[src/ssa_pkg.sv]
package ssa_pkg;
  // register byte offsets
  localparam logic [7:0] OFS_MODE   = 8'h00;
  localparam logic [7:0] OFS_WIDTH  = 8'h04;
  localparam logic [7:0] OFS_TRIM   = 8'h08;
  localparam logic [7:0] OFS_RES1   = 8'h0c;
  localparam logic [7:0] OFS_RES2   = 8'h10;
  localparam logic [7:0] OFS_RES3   = 8'h14;
  localparam logic [7:0] OFS_RESAUX = 8'h18;
  localparam logic [7:0] OFS_STATUS = 8'h1c;

  // mode control field positions
  localparam int BIT_AUX_LO  = 0;
  localparam int BIT_AUX_HI  = 1;
  localparam int BIT_RATE    = 7;
  localparam int BIT_DOUBLE  = 9;
  // status field positions
  localparam int BIT_ST_WIN  = 16;
  localparam int BIT_ST_TRIP = 20;

  // widths
  localparam int CNT_W   = 12;
  localparam int WIDTH_W = 10;
  localparam int TRIM_W  = 3;
  localparam int NCH     = 4;

  // values after reset
  localparam logic [1:0]         RST_AUX_SEL = 2'h0;
  localparam logic               RST_RATE    = 1'b0;
  localparam logic               RST_DOUBLE  = 1'b0;
  localparam logic [WIDTH_W-1:0] RST_WIDTH   = 10'h064;
  localparam logic [TRIM_W-1:0]  RST_TRIM    = 3'h0;

  // counts and times
  localparam logic [CNT_W-1:0] CNT_LIMIT   = 12'hfff;
  localparam int               CLK_PS      = 20000;
  localparam int               SYNC_MIN_PS = 50000;
  localparam int               SYNC_MAX_PS = 12500000;
  localparam logic [WIDTH_W-1:0] SYNC_MIN_CYC =
    WIDTH_W'((SYNC_MIN_PS + CLK_PS - 1) / CLK_PS);
  localparam logic [WIDTH_W-1:0] SYNC_MAX_CYC = WIDTH_W'(SYNC_MAX_PS / CLK_PS);
endpackage

[src/ssa_sync2.sv]
`timescale 1ns/1ns
// two-stage synchroniser for comparator levels
module ssa_sync2 #(
  parameter int W = 4
) (
  input  wire logic         pclk,
  input  wire logic         presetn,
  input  wire logic [W-1:0] d,
  output logic      [W-1:0] q
);
  typedef struct packed {
    logic [W-1:0] s1;
    logic [W-1:0] s2;
  } ssa_sync_st_t;

  ssa_sync_st_t st_r;
  ssa_sync_st_t st_nxt;

  // first stage feeds only the second
  always_comb begin
    st_nxt.s1 = d;
    st_nxt.s2 = st_r.s1;
  end

  always_ff @(posedge pclk or negedge presetn) begin
    if (!presetn) begin
      st_r <= '0;
    end else begin
      st_r <= st_nxt;
    end
  end

  assign q = st_r.s2;
endmodule

[src/ssa_sync_gen.sv]
`timescale 1ns/1ns
// ramp reset / conversion start pulse generator
module ssa_sync_gen (
  input  wire logic                         pclk,
  input  wire logic                         presetn,
  input  wire logic                         pwm_period_start,
  input  wire logic                         pwm_half_start,
  input  wire logic                         double_update,
  input  wire logic [ssa_pkg::WIDTH_W-1:0]  sync_pulse_width_setting,
  output logic                              pwm_cycle_sync_pulse
);
  typedef struct packed {
    logic [ssa_pkg::WIDTH_W-1:0] remain;
    logic                        pulse;
  } ssa_gen_st_t;

  ssa_gen_st_t                 st_r;
  ssa_gen_st_t                 st_nxt;
  logic [ssa_pkg::WIDTH_W-1:0] width_clamped;
  logic                        start;

  // keep the pulse inside the supported width range
  always_comb begin
    if (sync_pulse_width_setting < ssa_pkg::SYNC_MIN_CYC) begin
      width_clamped = ssa_pkg::SYNC_MIN_CYC;
    end else if (sync_pulse_width_setting > ssa_pkg::SYNC_MAX_CYC) begin
      width_clamped = ssa_pkg::SYNC_MAX_CYC;
    end else begin
      width_clamped = sync_pulse_width_setting;
    end
  end

  // restart once per period, or also at mid-period in double update
  assign start = pwm_period_start | (double_update & pwm_half_start);

  // pulse stays high for exactly width_clamped cycles
  always_comb begin
    st_nxt = st_r;
    if (start) begin
      st_nxt.remain = width_clamped - 1'b1;
      st_nxt.pulse  = 1'b1;
    end else if (st_r.remain != '0) begin
      st_nxt.remain = st_r.remain - 1'b1;
    end else begin
      st_nxt.pulse = 1'b0;
    end
  end

  always_ff @(posedge pclk or negedge presetn) begin
    if (!presetn) begin
      st_r <= '0;
    end else begin
      st_r <= st_nxt;
    end
  end

  assign pwm_cycle_sync_pulse = st_r.pulse;
endmodule

[src/ssa_top.sv]
`timescale 1ns/1ns
// Behaviour
// - four comparators share one conversion counter, one comparator per channel.
// - all four channels convert at the same time within one window.
// - time from ramp start to crossing is held in a 12-bit counter.
// - each channel's trip captures the counter; it moves into that channel's result register at the next sync pulse.
// - each sync pulse discharges the ramp and restarts counting from zero.
// - the sync pulse width comes from a programmable setting, 0.05 to 12.5 us.
// - channel four goes through a 4-to-1 mux selected by two mode bits, 11 = calibration.
// - one mux input is the internal reference for ramp slope calibration.
// - mode bit 7 clear counts at input clock rate, set counts at core clock rate.
// - the count never exceeds 4095 and otherwise ends with the window.
// - double update restarts the window each half period, single once per period.
// - a channel that never trips in a window reports zero.
// - the ramp current is chosen from eight steps by software.
// - the current trim is a 3-bit field, 0 minimum, 7 maximum, reset to 0.
module ssa_top (
  input  wire logic                        pclk,
  input  wire logic                        presetn,
  input  wire logic                        psel,
  input  wire logic                        penable,
  input  wire logic                        pwrite,
  input  wire logic [7:0]                  paddr,
  input  wire logic [31:0]                 pwdata,
  output logic      [31:0]                 prdata,
  output logic                             pready,
  output logic                             pslverr,
  input  wire logic                        pwm_period_start,
  input  wire logic                        pwm_half_start,
  input  wire logic [ssa_pkg::NCH-1:0]     comp_trip,
  output logic                             pwm_cycle_sync_pulse,
  output logic                             ramp_discharge,
  output logic                             aux_select_high_bit,
  output logic                             aux_select_low_bit,
  output logic [ssa_pkg::TRIM_W-1:0]       ramp_current_trim
);
  typedef logic [ssa_pkg::CNT_W-1:0] ssa_cnt_t;

  typedef struct packed {
    ssa_cnt_t                        count;
    logic                            half_phase;
    logic                            sync_prev;
    logic [ssa_pkg::NCH-1:0]         trip_prev;
    logic [ssa_pkg::NCH-1:0]         tripped;
    logic [ssa_pkg::NCH-1:0][11:0]   cap;
    logic [ssa_pkg::NCH-1:0][11:0]   result;
    logic [1:0]                      aux_sel;
    logic                            count_rate_select;
    logic                            double_update;
    logic [ssa_pkg::WIDTH_W-1:0]     width;
    logic [ssa_pkg::TRIM_W-1:0]      trim;
    logic                            discharge;
    logic [31:0]                     rdata;
    logic                            ready;
    logic                            err;
  } ssa_top_st_t;

  ssa_top_st_t             st_r;
  ssa_top_st_t             st_nxt;
  logic [ssa_pkg::NCH-1:0] trip_sync;
  logic [ssa_pkg::NCH-1:0] trip_rise;
  logic                    sync_pulse;
  logic                    tick;
  logic                    window_end;
  logic                    setup;
  logic                    wr_commit;
  logic                    mapped;
  logic [31:0]             rd_mux;

  //////////////////////////////////////////////////////////////////////////
  // comparator inputs cross into pclk
  ssa_sync2 #(
    .W (ssa_pkg::NCH)
  ) u_sync (
    .pclk    (pclk),
    .presetn (presetn),
    .d       (comp_trip),
    .q       (trip_sync)
  );

  // conversion start pulse
  ssa_sync_gen u_gen (
    .pclk                     (pclk),
    .presetn                  (presetn),
    .pwm_period_start         (pwm_period_start),
    .pwm_half_start           (pwm_half_start),
    .double_update            (st_r.double_update),
    .sync_pulse_width_setting (st_r.width),
    .pwm_cycle_sync_pulse     (sync_pulse)
  );

  //////////////////////////////////////////////////////////////////////////
  // per-channel rising edge of the synchronised comparator
  for (genvar i = 0; i < ssa_pkg::NCH; i++) begin : g_edge
    assign trip_rise[i] = trip_sync[i] & ~st_r.trip_prev[i];
  end

  // input clock rate ticks every other pclk, core rate every pclk
  assign tick       = st_r.count_rate_select | st_r.half_phase;
  assign window_end = sync_pulse & ~st_r.sync_prev;

  //////////////////////////////////////////////////////////////////////////
  // apb decode
  assign setup     = psel & ~penable;
  assign wr_commit = psel & penable & pwrite & st_r.ready;

  always_comb begin
    mapped = 1'b1;
    rd_mux = 32'h0000_0000;
    unique case (paddr)
      ssa_pkg::OFS_MODE: begin
        rd_mux[ssa_pkg::BIT_AUX_LO] = st_r.aux_sel[0];
        rd_mux[ssa_pkg::BIT_AUX_HI] = st_r.aux_sel[1];
        rd_mux[ssa_pkg::BIT_RATE]   = st_r.count_rate_select;
        rd_mux[ssa_pkg::BIT_DOUBLE] = st_r.double_update;
      end
      ssa_pkg::OFS_WIDTH:  rd_mux[ssa_pkg::WIDTH_W-1:0] = st_r.width;
      ssa_pkg::OFS_TRIM:   rd_mux[ssa_pkg::TRIM_W-1:0]  = st_r.trim;
      ssa_pkg::OFS_RES1:   rd_mux[11:0] = st_r.result[0];
      ssa_pkg::OFS_RES2:   rd_mux[11:0] = st_r.result[1];
      ssa_pkg::OFS_RES3:   rd_mux[11:0] = st_r.result[2];
      ssa_pkg::OFS_RESAUX: rd_mux[11:0] = st_r.result[3];
      ssa_pkg::OFS_STATUS: begin
        rd_mux[11:0]                  = st_r.count;
        rd_mux[ssa_pkg::BIT_ST_WIN]   = ~sync_pulse;
        rd_mux[ssa_pkg::BIT_ST_TRIP +: ssa_pkg::NCH] = st_r.tripped;
      end
      default: mapped = 1'b0;
    endcase
  end

  //////////////////////////////////////////////////////////////////////////
  // next state
  always_comb begin
    st_nxt           = st_r;
    st_nxt.sync_prev = sync_pulse;
    st_nxt.trip_prev = trip_sync;
    st_nxt.discharge = sync_pulse;

    // shared counter: zero during pulse, counts after, saturates
    if (sync_pulse) begin
      st_nxt.count      = '0;
      st_nxt.half_phase = 1'b0;
    end else begin
      st_nxt.half_phase = ~st_r.half_phase;
      if (tick && st_r.count != ssa_pkg::CNT_LIMIT) begin
        st_nxt.count = st_r.count + 1'b1;
      end
    end

    // all channels captured in parallel against one count
    for (int c = 0; c < ssa_pkg::NCH; c++) begin
      if (window_end) begin
        st_nxt.result[c]  = st_r.tripped[c] ? st_r.cap[c] : 12'h000;
        st_nxt.tripped[c] = 1'b0;
      end else if (!sync_pulse && trip_rise[c] && !st_r.tripped[c]) begin
        st_nxt.cap[c]     = st_r.count;
        st_nxt.tripped[c] = 1'b1;
      end
    end

    // apb: no wait cycle, ready in the first access cycle, read data registered in setup
    st_nxt.ready = setup & ~st_r.ready;
    st_nxt.err   = setup & ~st_r.ready & ~mapped; // error flag stands with ready only
    if (setup) begin
      st_nxt.rdata = pwrite ? 32'h0000_0000 : rd_mux;
    end else if (!psel) begin
      st_nxt.rdata = 32'h0000_0000;
    end

    // register writes
    if (wr_commit && !st_r.err) begin
      unique case (paddr)
        ssa_pkg::OFS_MODE: begin
          st_nxt.aux_sel[0]        = pwdata[ssa_pkg::BIT_AUX_LO];
          st_nxt.aux_sel[1]        = pwdata[ssa_pkg::BIT_AUX_HI];
          st_nxt.count_rate_select = pwdata[ssa_pkg::BIT_RATE];
          st_nxt.double_update     = pwdata[ssa_pkg::BIT_DOUBLE];
        end
        ssa_pkg::OFS_WIDTH: st_nxt.width = pwdata[ssa_pkg::WIDTH_W-1:0];
        ssa_pkg::OFS_TRIM:  st_nxt.trim  = pwdata[ssa_pkg::TRIM_W-1:0];
        default: ;
      endcase
    end
  end

  //////////////////////////////////////////////////////////////////////////
  // state register
  always_ff @(posedge pclk or negedge presetn) begin
    if (!presetn) begin
      st_r                   <= '0;
      st_r.aux_sel           <= ssa_pkg::RST_AUX_SEL;
      st_r.count_rate_select <= ssa_pkg::RST_RATE;
      st_r.double_update     <= ssa_pkg::RST_DOUBLE;
      st_r.width             <= ssa_pkg::RST_WIDTH;
      st_r.trim              <= ssa_pkg::RST_TRIM;
    end else begin
      st_r <= st_nxt;
    end
  end

  //////////////////////////////////////////////////////////////////////////
  // outputs, all from flops
  assign prdata               = st_r.rdata;
  assign pready               = st_r.ready;
  assign pslverr              = st_r.err;
  assign pwm_cycle_sync_pulse = sync_pulse;
  assign ramp_discharge       = st_r.discharge;
  assign aux_select_high_bit  = st_r.aux_sel[1];
  assign aux_select_low_bit   = st_r.aux_sel[0];
  assign ramp_current_trim    = st_r.trim;
endmodule

[config.mk]
export PLATFORM = sky130hd
export DESIGN_NAME = ssa_top
export DESIGN_NICKNAME = d
export VERILOG_FILES = /design/src/ssa_pkg.sv /design/src/ssa_sync2.sv /design/src/ssa_sync_gen.sv /design/src/ssa_top.sv
export SDC_FILE = /design/constraint.sdc
export NUM_CORES = 1
export LEC_CHECK = 0
export ABC_AREA = 1
export BUFFER_PORTS_ARGS = -buffer_cell sky130_fd_sc_hd__buf_2
export CAP_MARGIN = 20
export CORE_ASPECT_RATIO = 1.1
export CORE_MARGIN = 5
export CORE_UTILIZATION = 35
export CTS_BUF_LIST = sky130_fd_sc_hd__clkbuf_8
export DETAILED_ROUTE_END_ITERATION = 7
export PLACE_DENSITY_LB_ADDON = 0.3
export RECOVER_POWER = 50
export SYNTH_ARGS = -nofsm -noshare
export SYNTH_HDL_FRONTEND = slang
export SYNTH_HIERARCHICAL = 1
export SYNTH_SLANG_ARGS = --single-unit
[constraint.sdc]
create_clock -name pclk -period 5.1 [get_ports pclk]
set_input_delay 0.255 -clock pclk [delete_from_list [all_inputs] [get_ports pclk]]
set_output_delay 0.255 -clock pclk [all_outputs]
set_load 0.005 [all_outputs]
==> results by group <==
CTS
  • Root Buffer: clkbuf_8
  • CTS tree: yes
  • Post-CTS Hold Fix Bufs: 5
  • Number of gates resized after CTS: 0
  • CTS sink cnt: 173
  • Clk buf depth: 2
  • Total CTS buffers: 17
  • Postcts setup bufs: 0
  • Worst skew pair latency: 470 ps
  • Worst-path clk slew: 100 ps
  • H-tree depth: 4

Logic synthesis
  • Number of flops mapped to enable cells by yosys: 0
  • Post-Syn Area: ~8400 µm²
  • Adder-cell area share of the yosys netlist: 0.00299
  • Unique cell type count in the Yosys netlist: 36
  • Register bit total from synthesis: 173
  • Largest family of logic cells by synthesized area: simple AND/OR/NAND/NOR gates
  • Syn Area/Cell: 8.28 µm²
  • Mapped Cells: 1011
  • Compound-gate portion of the synthesized area: 0.102
  • FFs w/ async S/R, synth: 1.00
  • Mux cell area share after synthesis: 0
  • Simple-gate share of the synthesized area: 0.281
  • Sequential fraction of the synthesis area: 0.518
  • Synth Area in XOR/XNOR: 0.00209
  • YS warnings: 6
  • Prevailing post-synth register cell: dfrtp_1

Critical path
  • Worst path max stage delay: 730 ps
  • Reg2reg path depth: 6
  • Worst setup EP type: flop
  • Critical setup path kind: flop to flop
  • Slowest CP cell: clkbuf_1
  • CP top delay family: buffers and inverters
  • Worst-path fanout max: 30
  • Crit path buffers/inverters: 3
  • Critical Path RT: 5510 ps
  • Startpoint types: flop
  • Worst-path cell chain: clkbuf_1 > inv_2 > nor2_4 > buf_4 > nand3_1 > nand2_1
  • Levels on crit path: 6
  • CP arrival: 3200 ps

Timing
  • RSZ-0062 raised after global routing: no
  • Final Hold Fails: 0
  • Slew headroom: -0.457
  • Min Hold Slack: 35.3 ps
  • Finish-stage setup viols: 0
  • TNS Setup: 0 ps
  • Tcrit/Tclk final: 0.547
  • Peak Freq: 0.358 GHz
  • Max-slew violations: 27
  • Worst-Margin Slew: roughly 2200 ps
  • Skew final: roughly 15 ps
  • Post-route setup slack: around 2300 ps
  • Fin crit period: roughly 2800 ps

Run status
  • Failing checks: max-capacitance violations, max-slew violations
  • Outcome: finished, violations left

Route
  • 1st-iter DRT viols: around 420
  • Routed vias: around 6.7k
  • DRC: 0
  • Post-route antenna net violation count: 0
  • Routed length per placed instance: around 16 µm
  • Drt via density: 4.94
  • Routed WL: roughly 21000 µm
  • DR pass1 iterations: 4

Global route
  • GRT overflow: 0
  • Initial antenna violation count: 0
  • Vias in the first global route: roughly 6.3k
  • Global-route wire length before repair: 34100 µm
  • Largest net degree at the start of global routing: 83
  • All-layer global routing usage: 0.162

Placement
  • # placed instances: 1310
  • Placed Instance Area: around 8600 µm²
  • Worst slack at placement: 2770 ps
  • Port bufs: 54
  • Final GP Congestion: 0.881
  • Detail Placement HPWL: 14300 µm

Layout
  • Layout Cells excl Fill: about 1.3k
  • Final Cell Area: 9090 µm²
  • Share of cells above drive strength 1: 0.127
  • Nets: 1082
  • Area grow syn2layout: 8.62%
  • Antenna diodes: 0
  • Final core occ: 0.385

Worst hold path
  • WHS Path Cells: 3
  • Hold Path Class: primary input to flop

Floorplanning
  • Starting Density: 0.354
  • Core box area: 23600 µm²
  • FP Rows: 59
  • Ports: 92
  • Die ar.: roughly 27000 µm²
  • Die Height: 172 µm
  • Die Wd: 157 µm

Pwr
  • Pwr Density: 289 nW/µm²
  • Leakage power: 4.51 nW
  • Tot Pwr: 2.63 mW
  • Worst VDD drop: 0.168 mV

Job
  • Max Cap Viol: 1
[path summary, 6_finish.rpt]
path | to | slack [ps] | from
worst max register to register | st_r[89] | 2310 | u_gen/pwm_cycle_sync_pulse
worst min register to register | u_sync/q[0] | 350 | u_sync/st_nxt[0]
worst min-delay path | st_r[44] | 40 | pwdata[6]
max in group asynchronous | u_sync/st_nxt[0] | 3530 | presetn
min in group asynchronous | u_sync/st_nxt[2] | 410 | presetn
worst max-delay path | st_r[89] | 2310 | u_gen/pwm_cycle_sync_pulse
[report_power, final]
group / internal, mW / switching, mW
logic: 0.0310 / 0.0847
clock network: 0.552 / 0.556
registers: 1.39 / 0.0195
total: 1.97 / 0.660
[logic make-up (layout without fill, tap and decap cells)]
family                   count (synthesis)  after routing
AO/OA/AOI/OAI                          155            155
XOR/XNOR                                 2              2
adder cells (fa/ha/maj)                  2              2
buffers and inverters                  155            172
flip-flops                             173            173
other                                    1             15
AND/OR/NAND/NOR                        523            523
[metal layers]
layer,track usage,part of all wire,vias up
met5,0,0,-
met2,0.265,0.48,186
li1,-,-,3285
met4,0.0527,0.017,0
met3,0.0293,0.056,23
met1,0.218,0.45,3160
[state kept, by name, indices dropped and copies added (netlist names), 3 cells and up]
signal and cells:
st_r 129, prdata 17, u_gen/st_r 10, u_sync/q 4, u_sync/st_nxt 4, ramp_current_trim 3
[cells in the mapped netlist (all sizes together) (2+ instances only)]
library cell | instances | area share
a21oi | 13 | 0.0091
nand3 | 150 | 0.094
nand4 | 7 | 0.0052
nor2 | 86 | 0.050
or2 | 3 | 0.0022
dfrtp | 170 | 0.51
xor2 | 2 | 0.0021
buf | 60 | 0.051
o21ai | 134 | 0.082
nor3 | 5 | 0.0042
clkbuf | 21 | 0.0094
nand2 | 271 | 0.12
dfstp | 3 | 0.0094
inv | 73 | 0.033
ha | 2 | 0.0030
o31ai | 7 | 0.0093
[worst min-delay path, delay by kind of cell]
kind | cells | cell delay [ps]
buffers and inverters | 1 | 110
and+or+nand+nor | 1 | 100
AOI/OAI and AO/OA | 1 | 50
[cell usage in the layout (no fill, tap or decap), types with 3 or more instances in the layout]
cell type | Yosys | routed
dfrtp_1 | 170 | 170
a21oi_1 | 12 | 12
nand3_1 | 144 | 145
nor2_1 | 72 | 73
clkbuf_8 | 0 | 17
nor3_1 | 3 | 4
o31ai_1 | 2 | 4
buf_4 | 40 | 6
conb_1 | 1 | 15
o31ai_2 | 5 | 3
nand2_1 | 261 | 263
o21ai_2 | 5 | 5
o21ai_1 | 31 | 24
nand2_2 | 10 | 8
bufinv_16 | 0 | 4
o21ai_0 | 98 | 105
dfstp_2 | 3 | 3
inv_6 | 0 | 3
buf_2 | 16 | 39
inv_8 | 0 | 3
dlygate4sd3_1 | 0 | 5
inv_2 | 10 | 10
nand4_1 | 7 | 7
inv_1 | 61 | 61
nor2_4 | 6 | 6
nor2_2 | 6 | 5
clkinvlp_4 | 0 | 3
clkbuf_1 | 21 | 15
nand3_2 | 5 | 4
[final cells by class]
class	instances	area (µm²)
inverter	74	283
sequential	173	4330
fill	2494	14500
tap	305	382
clock buffer	17	234
clock inverter	15	228
timing repair buffer	66	358
multi-input combinational	697	3280
(Power assumes the default switching activity.)
